<file path="config.mk">
export PLATFORM = sky130hd
export DESIGN_NAME = ams_sequencer
export DESIGN_NICKNAME = d
export VERILOG_FILES = /design/src/verilog/ams_pkg.sv /design/src/verilog/ams_fifo.sv /design/src/verilog/ams_sequencer.sv
export VERILOG_INCLUDE_DIRS = /design/src /design/src/verilog
export SDC_FILE = /design/constraint.sdc
export NUM_CORES = 1
export LEC_CHECK = 0
export ABC_AREA = 1
export CORE_MARGIN = 5
export CORE_UTILIZATION = 40
export DETAILED_ROUTE_END_ITERATION = 10
export DONT_BUFFER_PORTS = 1
export PLACE_DENSITY_LB_ADDON = 0.25
export SLEW_MARGIN = 10
export SYNTH_ARGS = -nofsm -noshare
export SYNTH_HDL_FRONTEND = slang
export SYNTH_SLANG_ARGS = --single-unit
</file>
<file path="constraint.sdc">
create_clock -name i_clk -period 6.5 [get_ports i_clk]
set_input_delay 0.65 -clock i_clk [delete_from_list [all_inputs] [get_ports i_clk]]
set_output_delay 0.65 -clock i_clk [all_outputs]
set_load 0.02 [all_outputs]
</file>
<file path="src/verilog/ams_params.svh">
// Constants of the analog input multiplexer sequencer: register offsets,
// field positions, engine memory words and clock figures.
// Assumes it is included by bare name from every file that needs it.
//
// Operation
// - Four sources: current one, voltage, current two, temperature.
// - Normal cycle selects only the three external inputs.
// - Alternate cycle swaps temperature for first current.
// - Equation code sets alternate third state usage.
// - Five control fields in three mapped bytes drive the sequencer.
// - States per cycle selectable as two, three, four, six.
// - One-cycle request pulse is still registered.
// - Request rising edge gives one alternate cycle next.
// - Sequencer starts filter and drives reference chopping.
// - Runs on slow clock; starts every engine pass.
// - Engine interpolates first current samples lost.
// - Conversion lasts two or three slow clock ticks.
// - Engine pass starts when multiplexer state zero begins.
// - Filter result stored at source's engine memory word.
// - Chop control: regular, inverted, or toggling per cycle.
`ifndef AMS_PARAMS_SVH
`define AMS_PARAMS_SVH

// Byte addresses of the control bytes
`define AMS_ADDR_EQUATION   16'h2000
`define AMS_ADDR_DIVIDER    16'h2002
`define AMS_ADDR_ALTERNATE  16'h2005

// Field positions inside the control bytes
`define AMS_EQU_MSB         7
`define AMS_EQU_LSB         5
`define AMS_DIV_MSB         7
`define AMS_DIV_LSB         6
`define AMS_CHOP_MSB        5
`define AMS_CHOP_LSB        4
`define AMS_ALT_BIT         2
`define AMS_FIRLEN_BIT      4

// Reset values of the fields
`define AMS_EQU_RESET       3'h0
`define AMS_DIV_RESET       2'h1
`define AMS_CHOP_RESET      2'h0

// Equation code that keeps the second current in the alternate cycle
`define AMS_EQU_THREE_WIRE  3'h1

// Conversion length in slow clock ticks
`define AMS_CONV_SHORT      2'h2
`define AMS_CONV_LONG       2'h3

// Engine data memory words per source
`define AMS_DRAM_I1         3'h0
`define AMS_DRAM_V          3'h1
`define AMS_DRAM_I2         3'h2
`define AMS_DRAM_TEMP       3'h6

// Clock figures, for reference of the cycle arithmetic
`define AMS_SYS_CLK_HZ      250000000
`define AMS_SLOW_CLK_HZ     32768

// Widths and buffer depth
`define AMS_FILT_W          22
`define AMS_DADDR_W         3
`define AMS_FIFO_DEPTH      8

`endif

</file>
<file path="src/verilog/ams_pkg.sv">
// Types of the analog input multiplexer sequencer.
// Assumes ams_params.svh is available on the include path.
package ams_pkg;

    // Multiplexer source codes
    typedef enum logic [1:0]
    {
        AMS_SRC_I1   = 2'b00,
        AMS_SRC_V    = 2'b01,
        AMS_SRC_I2   = 2'b10,
        AMS_SRC_TEMP = 2'b11
    } ams_src_t;

    // Sequencer states
    typedef enum logic [1:0]
    {
        AMS_ST_WAIT = 2'b00,
        AMS_ST_CONV = 2'b01,
        AMS_ST_GAP  = 2'b10
    } ams_state_t;

    // Reference chop modes
    typedef enum logic [1:0]
    {
        AMS_CHOP_REGULAR  = 2'b00,
        AMS_CHOP_INVERTED = 2'b01,
        AMS_CHOP_TOGGLE   = 2'b10,
        AMS_CHOP_TOGGLE2  = 2'b11
    } ams_chop_t;

endpackage

</file>
<file path="src/verilog/ams_fifo.sv">
// Small FIFO with valid/ready on both sides and a registered output.
// Assumes DEPTH is a power of two and one synchronous clock domain.
`timescale 1ns/1ps
module ams_fifo
    import ams_pkg::*;
#(
    parameter int WIDTH = 25,
    parameter int DEPTH = 8
)
(
    input  wire logic             i_clk,
    input  wire logic             i_resetn,
    input  wire logic             i_in_valid,
    output logic                  o_in_ready,
    input  wire logic [WIDTH-1:0] i_in_data,
    output logic                  o_out_valid,
    input  wire logic             i_out_ready,
    output logic      [WIDTH-1:0] o_out_data
);
    localparam int AW = $clog2(DEPTH);

    logic [WIDTH-1:0] mem [DEPTH];
    logic [AW-1:0]    wr_ptr;
    logic [AW-1:0]    rd_ptr;
    logic [AW:0]      count;
    wire              push;
    wire              load;
    wire              pop;

    // Output register refills whenever it is empty or being taken
    assign o_in_ready = (count != (AW+1)'(DEPTH));
    assign push       = i_in_valid & o_in_ready;
    assign load       = ~o_out_valid | i_out_ready;
    assign pop        = load & (count != '0);

    // Storage has no reset; pointers, count and output stage are reset
    always_ff @(posedge i_clk)
    begin
        if (push)
            mem[wr_ptr] <= i_in_data;
    end

    // Pointers, fill level and output stage
    always_ff @(posedge i_clk or negedge i_resetn)
    begin
        if (!i_resetn)
        begin
            wr_ptr      <= '0;
            rd_ptr      <= '0;
            count       <= '0;
            o_out_valid <= 1'b0;
            o_out_data  <= '0;
        end
        else
        begin
            if (push)
                wr_ptr <= wr_ptr + AW'(1);
            if (pop)
            begin
                rd_ptr     <= rd_ptr + AW'(1);
                o_out_data <= mem[rd_ptr];
            end
            if (load)
                o_out_valid <= pop;
            count <= count + (AW+1)'(push) - (AW+1)'(pop);
        end
    end
endmodule

</file>
<file path="src/verilog/ams_sequencer.sv">
// Multiplexer sequencer of the analog front end: control bytes, slow
// clock stepping, alternate temperature cycle, reference chopping, filter
// and engine start, and buffered storage of filter results.
// Assumes a byte-wide memory-mapped control port on the system clock, the
// slow clock arriving as a free-running pin, and a filter result that is
// valid at every conversion end.
`timescale 1ns/1ps
`include "ams_params.svh"
module ams_sequencer
    import ams_pkg::*;
(
    input  wire logic        i_clk,
    input  wire logic        i_resetn,
    input  wire logic        i_slow_clock_32k,
    input  wire logic [15:0] i_reg_addr,
    input  wire logic        i_reg_wr,
    input  wire logic [7:0]  i_reg_wdata,
    output logic      [7:0]  o_reg_rdata,
    input  wire logic [21:0] i_filter_data,
    output logic      [1:0]  o_mux_select,
    output logic             o_mux_used,
    output logic             o_conv_start,
    output logic             o_filter_length_select,
    output logic             o_ref_chop,
    output logic             o_ce_start,
    output logic             o_alt_active,
    output logic             o_dram_valid,
    input  wire logic        i_dram_ready,
    output logic      [2:0]  o_dram_addr,
    output logic      [21:0] o_dram_data
);
    localparam int DW = `AMS_DADDR_W + `AMS_FILT_W;

    // ****************************************************************
    // Functions
    // ****************************************************************

    // States per cycle from the divider field
    function automatic logic [2:0] states_of(input logic [1:0] div);
        logic [2:0] n;
        n = 3'h4;
        unique case (div)
            2'b00: n = 3'h6;
            2'b01: n = 3'h4;
            2'b10: n = 3'h3;
            2'b11: n = 3'h2;
        endcase
        return n;
    endfunction

    // Engine memory word of a source
    function automatic logic [2:0] dram_of(input ams_src_t src);
        logic [2:0] a;
        a = `AMS_DRAM_I1;
        unique case (src)
            AMS_SRC_I1:   a = `AMS_DRAM_I1;
            AMS_SRC_V:    a = `AMS_DRAM_V;
            AMS_SRC_I2:   a = `AMS_DRAM_I2;
            AMS_SRC_TEMP: a = `AMS_DRAM_TEMP;
        endcase
        return a;
    endfunction

    // ****************************************************************
    // Control bytes
    // ****************************************************************

    logic [2:0] equation;
    logic [1:0] divider;
    logic [1:0] chop_ctrl;
    logic       alt_request;
    logic       filter_len;
    wire        wr_equ;
    wire        wr_div;
    wire        wr_alt;

    assign wr_equ = i_reg_wr & (i_reg_addr == `AMS_ADDR_EQUATION);
    assign wr_div = i_reg_wr & (i_reg_addr == `AMS_ADDR_DIVIDER);
    assign wr_alt = i_reg_wr & (i_reg_addr == `AMS_ADDR_ALTERNATE);

    // Field stores; other bits of the bytes are not kept
    always_ff @(posedge i_clk or negedge i_resetn)
    begin
        if (!i_resetn)
        begin
            equation    <= `AMS_EQU_RESET;
            divider     <= `AMS_DIV_RESET;
            chop_ctrl   <= `AMS_CHOP_RESET;
            alt_request <= 1'b0;
            filter_len  <= 1'b0;
        end
        else
        begin
            if (wr_equ)
                equation <= i_reg_wdata[`AMS_EQU_MSB:`AMS_EQU_LSB];
            if (wr_div)
            begin
                divider   <= i_reg_wdata[`AMS_DIV_MSB:`AMS_DIV_LSB];
                chop_ctrl <= i_reg_wdata[`AMS_CHOP_MSB:`AMS_CHOP_LSB];
            end
            if (wr_alt)
            begin
                alt_request <= i_reg_wdata[`AMS_ALT_BIT];
                filter_len  <= i_reg_wdata[`AMS_FIRLEN_BIT];
            end
        end
    end

    // Read mux; unmapped addresses and reserved bits read zero
    logic [7:0] next_rdata;
    always_comb
    begin
        next_rdata = 8'h00;
        unique case (i_reg_addr)
            `AMS_ADDR_EQUATION:
                next_rdata[`AMS_EQU_MSB:`AMS_EQU_LSB] = equation;
            `AMS_ADDR_DIVIDER:
            begin
                next_rdata[`AMS_DIV_MSB:`AMS_DIV_LSB]   = divider;
                next_rdata[`AMS_CHOP_MSB:`AMS_CHOP_LSB] = chop_ctrl;
            end
            `AMS_ADDR_ALTERNATE:
            begin
                next_rdata[`AMS_ALT_BIT]    = alt_request;
                next_rdata[`AMS_FIRLEN_BIT] = filter_len;
            end
            default:
                next_rdata = 8'h00;
        endcase
    end

    // ****************************************************************
    // Slow clock synchroniser and alternate request capture
    // ****************************************************************

    logic sync_a;
    logic sync_b;
    logic slow_q;
    logic alt_q;
    logic alt_pending;
    wire  slow_rise;
    wire  alt_rise;

    // Only sync_b reads sync_a; edge logic looks at sync_b and slow_q
    assign slow_rise = sync_b & ~slow_q;
    assign alt_rise  = alt_request & ~alt_q;

    // ****************************************************************
    // Sequencer
    // ****************************************************************

    ams_state_t state;
    ams_state_t next_state;
    logic [2:0] slot;
    logic [1:0] phase;
    logic [2:0] cyc_states;
    logic [1:0] cyc_conv;
    logic [2:0] cyc_equ;
    logic       alt_cycle;
    logic       chop_phase;
    ams_src_t   src;
    logic       src_used;
    logic       fifo_in_ready;
    wire        advance;
    wire        boundary;
    wire        conv_end;
    wire        last_slot;
    wire        push;
    wire [DW-1:0] push_data;

    // A full buffer freezes stepping so no result is ever dropped
    assign advance   = slow_rise & fifo_in_ready;
    assign boundary  = advance & (state != AMS_ST_CONV);
    assign conv_end  = advance & (state == AMS_ST_CONV)
                     & (phase == cyc_conv - 2'h1);
    assign last_slot = (slot == cyc_states - 3'h1);
    assign push      = conv_end & src_used;
    assign push_data = {dram_of(src), i_filter_data};

    // Source per slot; temperature only in the alternate cycle
    always_comb
    begin
        src      = AMS_SRC_I1;
        src_used = 1'b0;
        unique case (slot)
            3'h0:
            begin
                src      = alt_cycle ? AMS_SRC_TEMP : AMS_SRC_I1;
                src_used = 1'b1;
            end
            3'h1:
            begin
                src      = AMS_SRC_V;
                src_used = 1'b1;
            end
            3'h2:
            begin
                src      = AMS_SRC_I2;
                src_used = ~alt_cycle
                         | (cyc_equ == `AMS_EQU_THREE_WIRE);
            end
            default:
            begin
                src      = AMS_SRC_I1;
                src_used = 1'b0;
            end
        endcase
    end

    // Next state of the stepping machine
    always_comb
    begin
        next_state = state;
        unique case (state)
            AMS_ST_WAIT: if (advance) next_state = AMS_ST_CONV;
            AMS_ST_CONV: if (conv_end && last_slot) next_state = AMS_ST_GAP;
            AMS_ST_GAP:  if (advance) next_state = AMS_ST_CONV;
            default:     next_state = AMS_ST_WAIT;
        endcase
    end

    // Synchroniser, request edge and pending flag
    always_ff @(posedge i_clk or negedge i_resetn)
    begin
        if (!i_resetn)
        begin
            sync_a      <= 1'b0;
            sync_b      <= 1'b0;
            slow_q      <= 1'b0;
            alt_q       <= 1'b0;
            alt_pending <= 1'b0;
        end
        else
        begin
            sync_a <= i_slow_clock_32k;
            sync_b <= sync_a;
            slow_q <= sync_b;
            alt_q  <= alt_request;
            // A new edge in the consuming cycle wins over the clear
            if (alt_rise)
                alt_pending <= 1'b1;
            else if (boundary)
                alt_pending <= 1'b0;
        end
    end

    // Cycle boundary latches settings so a cycle is never reshaped midway
    always_ff @(posedge i_clk or negedge i_resetn)
    begin
        if (!i_resetn)
        begin
            state      <= AMS_ST_WAIT;
            slot       <= 3'h0;
            phase      <= 2'h0;
            cyc_states <= 3'h4;
            cyc_conv   <= `AMS_CONV_SHORT;
            cyc_equ    <= `AMS_EQU_RESET;
            alt_cycle  <= 1'b0;
            chop_phase <= 1'b0;
        end
        else
        begin
            state <= next_state;
            if (boundary)
            begin
                slot       <= 3'h0;
                phase      <= 2'h0;
                cyc_states <= states_of(divider);
                cyc_conv   <= filter_len ? `AMS_CONV_LONG
                                         : `AMS_CONV_SHORT;
                cyc_equ    <= equation;
                alt_cycle  <= alt_pending;
                chop_phase <= ~chop_phase;
            end
            else if (conv_end)
            begin
                phase <= 2'h0;
                slot  <= slot + 3'h1;
            end
            else if (advance)
                phase <= phase + 2'h1;
        end
    end

    // ****************************************************************
    // Outputs
    // ****************************************************************

    logic       next_chop;
    logic [1:0] start_q;
    wire        next_conv_start;

    // Conversion and engine starts lag a clock to meet the select
    assign next_conv_start = boundary | (conv_end & ~last_slot);

    // Chop polarity from the mode; toggle follows the cycle parity
    always_comb
    begin
        next_chop = 1'b0;
        unique case (ams_chop_t'(chop_ctrl))
            AMS_CHOP_REGULAR:  next_chop = 1'b0;
            AMS_CHOP_INVERTED: next_chop = 1'b1;
            AMS_CHOP_TOGGLE:   next_chop = chop_phase;
            AMS_CHOP_TOGGLE2:  next_chop = chop_phase;
        endcase
    end

    // Registered outputs
    always_ff @(posedge i_clk or negedge i_resetn)
    begin
        if (!i_resetn)
        begin
            o_reg_rdata            <= 8'h00;
            o_mux_select           <= 2'h0;
            o_mux_used             <= 1'b0;
            o_conv_start           <= 1'b0;
            start_q                <= 2'h0;
            o_filter_length_select <= 1'b0;
            o_ref_chop             <= 1'b0;
            o_ce_start             <= 1'b0;
            o_alt_active           <= 1'b0;
        end
        else
        begin
            o_reg_rdata            <= next_rdata;
            o_mux_select           <= src;
            o_mux_used             <= src_used & (state == AMS_ST_CONV);
            start_q                <= {boundary, next_conv_start};
            o_conv_start           <= start_q[0];
            o_filter_length_select <= cyc_conv == `AMS_CONV_LONG;
            o_ref_chop             <= next_chop;
            o_ce_start             <= start_q[1];
            // Tells the engine which first current samples to fill in
            o_alt_active           <= alt_cycle;
        end
    end

    // ****************************************************************
    // Result buffer toward engine data memory
    // ****************************************************************

    logic [DW-1:0] dram_word;

    assign o_dram_addr = dram_word[DW-1:`AMS_FILT_W];
    assign o_dram_data = dram_word[`AMS_FILT_W-1:0];

    ams_fifo #(
        .WIDTH (DW),
        .DEPTH (`AMS_FIFO_DEPTH)
    ) u_fifo (
        .i_clk       (i_clk),
        .i_resetn    (i_resetn),
        .i_in_valid  (push),
        .o_in_ready  (fifo_in_ready),
        .i_in_data   (push_data),
        .o_out_valid (o_dram_valid),
        .i_out_ready (i_dram_ready),
        .o_out_data  (dram_word)
    );
endmodule

</file>
# [After elaboration in Yosys (flattened, before gate mapping)]
# Memories as Yosys holds them, arrays and structs flattened. A register that Yosys moved wholly into a read port is not among the register bits.
# Index checks and enable logic that the tools add are counted.
[totals] reg_bits=57 ramBits=200 elab_cells=124 output_inout_bits=42 in_bits=51 n_memories=1
[op_classes] n_reduce_logical=15 bitwise=23 addsub=8 n_eq_ne=24 n_mux=22
[memory_table] name="u_fifo.mem" depth=8 word_bits=25 read_ports=1 rd_clocked_by_memory_dff=1 write_ports=1 line="ams_fifo.sv:22" text="logic [WIDTH-1:0] mem [DEPTH];"
[op_table] cell="16-bit by 14-bit == test with 1-bit output, second input constant" count=3
[op_table] cell="3-bit one-hot mux with 4 select lines" count=2
[op_table] cell="2-bit == test, second input constant" count=8
[op_table] cell="1-bit bitwise AND" count=14
[op_table] cell="2-bit two-way mux" count=6
[op_table] cell="3-bit by 1-bit adder with 3-bit output, second input constant" count=3
[op_table] cell="2-bit by 1-bit == test with 1-bit output, second input constant" count=4
[op_table] cell="2-bit zero test" count=4
[op_table] cell="3-bit by 1-bit == test with 1-bit output, second input constant" count=2
[op_table] cell="1-bit two-way mux" count=6
[op_table] cell="3-bit two-way mux" count=2
[op_table] cell="2-bit by 1-bit inequality test with 1-bit output, second input constant" count=3
[op_table] cell="1-bit inverter" count=6
[op_table] cell="2-bit one-hot mux with 3 select lines" count=1
[op_table] cell="3-bit one-hot mux with 2 select lines" count=1
[op_table] cell="2-bit OR reduction" count=3
[op_table] cell="4-bit by 1-bit adder with 4-bit output" count=1
[op_table] cell="4-bit inequality test, second input constant" count=1
[op_table] cell="1-bit one-hot mux with 2 select lines" count=2
[op_table] cell="2-bit one-hot mux with 2 select lines" count=1
[op_table] cell="2-bit nonzero test" count=2
[op_table] cell="4-bit nonzero test" count=1
[op_table] cell="4-bit by 1-bit subtractor with 4-bit output" count=1
[op_table] cell="3-bit by 2-bit == test with 1-bit output, second input constant" count=1
[op_table] cell="12 further kinds" count=14

# [Longest topological paths before layout]
[logic_depth] ltp_word=9 ltp_mapped=12 depth_no_buf=12

# [Cells and area by module]
# Synthesis repeated with hierarchy kept, for this count alone.
[hier_totals] cells_unflattened=1170 area_unflattened_um2=12184.2
[by_module_without_submodules] mod="ams_fifo" seq_area_each_um2=6906.6 cells_per_inst=938 n_inst=1 area_per_inst_um2=10069.7
[by_module_without_submodules] mod="ams_sequencer" seq_area_each_um2=1128.6 cells_per_inst=232 n_inst=1 area_per_inst_um2=2114.5

# [Worst setup path after synthesis]
# Ideal clock, no wire load.
[synth_path] path_type="register to register" from="reg slot[0]" to="mem u_fifo.mem[1][0], enable pin" n_path_buf=0 path_slack_ns=3.875 synth_period_minus_slack_ns=2.625 setup_time_ns=0.407 path_stages_with_launch=9 t_required_ns=6.093 arrival_ns=2.218 path_cell_list="dfrtp_1 -> inv_1 -> ha_1 -> inv_1 -> nor2_1 -> nand2_1 -> nand2_1 -> nand3_1 -> nor2_1"
[synth_between] elab_chain_len=7 elab_cells_between_ends=9 classes_between="2 x eq/ne; 3 x mux; 2 x bitwise; 2 x reduce/logical"
[synth_lines] item="start, declared" line="ams_sequencer.sv:154" text="logic [2:0] slot;"
[synth_lines] item="start signal, assigned" line="ams_sequencer.sv:278" text="slot <= slot + 3'h1;"
[synth_lines] item="3-bit by 1-bit == test with 1-bit output / 3-bit zero test (equally long branches)" line="ams_sequencer.sv:185" text="unique case (slot)"
[synth_lines] item="2-bit OR reduction (no line)"
[synth_lines] item="1-bit one-hot mux with 2 select lines (*)" line="ams_sequencer.sv:185"
[synth_lines] item="1-bit bitwise AND (*)" line="ams_sequencer.sv:177" text="assign push = conv_end & src_used;"
[synth_lines] item="1-bit bitwise AND (*)" line="ams_fifo.sv:32" text="assign push = i_in_valid & o_in_ready;"
[synth_lines] item="1-bit two-way mux (*)" line="ams_fifo.sv:39" text="if (push)"
[synth_lines] item="1-bit two-way mux (not written as such) (*)" line="ams_fifo.sv:40" text="mem[wr_ptr] <= i_in_data;"
[synth_lines] item="end, declared" line="ams_fifo.sv:22"
# Every way passes the cells marked *; elsewhere a longest branch is shown, timed or not.

# [Final worst setup path]
[layout_path] from="reg u_fifo.count[2]" to="reg u_fifo.count[2]"
[layout_between] elab_chain_len=8 elab_cells_between_ends=10 classes_between="2 x add/sub; 1 x eq/ne; 6 x bitwise; 1 x reduce/logical"
[layout_lines] item="start, declared" line="ams_fifo.sv:25" text="logic [AW:0] count;"
[layout_lines] item="start signal, assigned" line="ams_fifo.sv:65" text="count <= count + (AW+1)'(push) - (AW+1)'(pop);"
[layout_lines] item="4-bit inequality test" line="ams_fifo.sv:31" text="assign o_in_ready = (count != (AW+1)'(DEPTH));"
[layout_lines] item="1-bit bitwise AND" line="ams_sequencer.sv:172" text="assign advance = slow_rise & fifo_in_ready;"
[layout_lines] item="1-bit bitwise AND" line="ams_sequencer.sv:174" text="assign conv_end = advance & (state == AMS_ST_CONV)"
[layout_lines] item="1-bit bitwise AND" line="ams_sequencer.sv:175" text="& (phase == cyc_conv - 2'h1);"
[layout_lines] item="1-bit bitwise AND" line="ams_sequencer.sv:177"
[layout_lines] item="1-bit bitwise AND" line="ams_fifo.sv:32"
[layout_lines] item="4-bit by 1-bit adder with 4-bit output" line="ams_fifo.sv:65"
[layout_lines] item="4-bit by 1-bit subtractor with 4-bit output (*)" line="ams_fifo.sv:65"
# Marks and branches as above.
# A chain may end at the register's enable or synchronous reset.

==> metrics.md <==
| Metric | Value |
|---|---|
| Clk Latency, worst-skew pair | 550 ps |
| Flop pwr share | 41.9% |
| Root Driver | clkbuf_16 |
| Final WS setup | 3430 ps |
| GPL Wtd Cong | 0.7843 |
| Global route overflow | 0 |
| Register area share after synthesis | 69.88% |
| Slew @ Worst Pin | 921.0 ps |
| Antenna cells | 0 |
| DRC | 0 |
| Vias/cell | 4.914 |
| WHS | 129.9 ps |
| Post-synthesis cell count | 1015 |
| FF+latch count, synth | 281 |
| DRT iter0 DRCs | 360 |
| Htree depth | 1 |
| Worst-case clock buffer depth | 3 |
| Switching share of total power | 33.13% |
| Syn_area_per_cell | 11.33 um2 |
| Vias | 6998 |
| Die Ht | 179.5 um |
| Row count | 62 |
| Most used cells in the layout excluding fill and tap cells | nand2_1 (231), edfxtp_1 (200), nor2_1 (123) |
| Post-cts gate resize count | 0 |
| CTS tree | built |
| Max Slew Vio Count | 0 |
| Post-Place Worst Slack | 3257 ps |
| Crit share post-route | 47.24% |
| Syn-to-layout area delta | 12.99% |
| Drt first pass iters | 4 |
| Status | complete, no violations |
| Worst VDD drop | 275.1 uV |
| TritonCTS Buffers | 30 |
| Detail Route Antenna Nets | 0 |
| Share of cells above drive strength 1 | 8.750% |
| RR Endpoint | u_fifo.count[2] |
| Pleak | 5.211 nW |
| Core Area | 0.02855 mm2 |
| Most common cell after layout, fill and taps aside | nand2_1 |
| Routed WL | 24.10 mm |
| Clock Sinks | 281 |
| Worst r2r src | u_fifo.count[2] |
| YS warnings | 0 |
| Die area | 0.03224 mm2 |
| Initial antenna violation count | 0 |
| Top Ports | 93 |
| R2R depth | 10 |
| Worst hold path type | input pin to flop |
| Crit end category | flop |
| Half-perimeter wire length after placement | 13.38 mm |
| Max Cap Viol | 0 |
| Crit. Startpoint | u_fifo.count[2] |
| Int Pwr | 3.854 mW |
| GRT Total Usage | 14.91% |
| Worst Path Class, Setup | flop to flop |
| Sum Neg Setup Slack | 0 ps |
| Reg2Reg Setup Slack | 3430 ps |
| Setup violations, final | 0 |
| Setup Fix Bufs, Post-CTS | 0 |
| CTS Hold Buffers Added | 2 |
| CTS clk-pin slew, worst paths | 60 ps |
| CP endpoint | u_fifo.count[2] |
| IO Port Bufs | 0 |
| Comb pwr share | 23.9% |
| Largest net degree at the start of global routing | 89 |
| Relative slew slack | 38.60% |
| Final setup skew | 10.07 ps |
| Vias in the first global route | 6930 |
| Min Tclk post-route | 3070 ps |
| PD cells | 443.6 mW/mm2 |
| Critical Path Fanout Max | 29 |
| Clock network power share | 34.2% |
| Worst setup SP type | flop |
| Crit path DAT | 3500 ps |
| Netlist cell types | 31 |
| Initial Util | 40.28% |
| NumNets Final | 1081 |
| Cell area after synthesis | 0.01150 mm2 |
| WL per Instance | 16.92 um |
| Sw power | 1.910 mW |
| Hold Vio Cnt, Final | 0 |
| Chip Width | 179.5 um |
| Global-route wire length before repair | 38.76 mm |
| RSZ-0062 raised after global routing | false |
| Post-Route Utilization | 45.51% |
| Worst Path Required | 6930 ps |
| Peak Freq | 0.3257 GHz |
-- power by group through the flow --
stage,clock network (mW),registers (mW),logic [mW]
2_1_floorplan,0,2.37,1.18
3_3_place_gp,0,2.45,1.36
3_5_place_dp,0,2.46,1.38
4_1_cts,2.02,2.42,1.41
5_1_grt,2.09,2.45,1.61
6_report,1.97,2.42,1.38
-- area by class of cell --
type	count	area [um2]
clock buffers	39	925.9
fillers	2654	15550
inverters	76	285.3
clock inverters	17	264.0
well taps	384	480.5
multi-input cells	612	2863
flip-flops and latches	281	8039
repair buffers	15	135.1
-- flip-flops by register name, indices dropped and copies added, names as in the netlist, 3 cells and up --
register and flops:
u_fifo.count 4, u_fifo.o_out_data 25, u_fifo.rd_ptr 3, u_fifo.wr_ptr 3, slot 3, cyc_equ 3, equation 3, u_fifo.mem 200
cyc_states 3, o_reg_rdata 5
-- worst max-delay path, cell delays in order, from the launching register on --
cell	delay, ps
dfrtp_1	360
inv_1	100
ha_1	160
nand3_1	90
nand2_2	520
inv_2	490
ha_1	430
inv_1	40
ha_1	190
fa_1	370
xor2_1	170
-- cell families after synthesis --
| kind of cell | Yosys count | synth area share, % |
|---|---|---|
| flops | 281 | 69.88 |
| compound gates | 114 | 5.321 |
| other cells | 1 | 0.03261 |
| simple gates | 472 | 17.01 |
| xor+xnor | 8 | 0.6094 |
| mux | 1 | 0.09793 |
| fa+ha+maj | 14 | 1.589 |
| buf+inv | 124 | 5.462 |
-- routing by layer --
layer | up-vias | track usage (%) | wire length [um]
li1 | 3421 | - | -
met1 | 3384 | 19.99 | 10560
met2 | 153 | 24.89 | 11360
met3 | 40 | 3.638 | 1703
met4 | 0 | 3.261 | 471
met5 | - | 0 | 0
-- worst min-delay path by stage --
| stage | startpoint | end | slack, ps | cells past startpoint |
|---|---|---|---|---|
| floorplan | start_q[1] | o_ce_start | 330 | 0 |
| CTS | i_slow_clock_32k | sync_a | 100 | 0 |
| global route | i_slow_clock_32k | sync_a | 100 | 0 |
| detailed placement | sync_a | sync_b | 330 | 0 |
| finish | i_slow_clock_32k | sync_a | 130 | 0 |
| global placement | sync_a | sync_b | 340 | 0 |
-- synthesized netlist by cell type, drive strengths merged --
cell / n / area share, %
a21oi: 12 / 0.52
buf: 42 / 2.8
clkbuf: 6 / 0.20
clkinv: 1 / 0.033
conb: 1 / 0.033
dfrtp: 79 / 17
dfstp: 2 / 0.46
edfxtp: 200 / 52
fa: 1 / 0.17
ha: 13 / 1.4
inv: 75 / 2.4
mux2: 1 / 0.098
nand2: 234 / 7.7
nand3: 95 / 4.1
nand3b: 4 / 0.29
nand4: 6 / 0.33
nor2: 133 / 4.5
o211ai: 16 / 1.0
o21ai: 85 / 3.7
o22ai: 1 / 0.054
xnor2: 1 / 0.076
xor2: 7 / 0.53
-- per-stage QoR --
stage	cells	area (um2)	power, mW
after CTS	1424	12990	5.849
after global routing	1424	12990	6.149
after global placement	1366	11770	3.808
final	1424	12990	5.764
after detailed placement	1366	11770	3.841
after floorplan	1017	11510	3.553
Power figures use the tool's default switching activity.
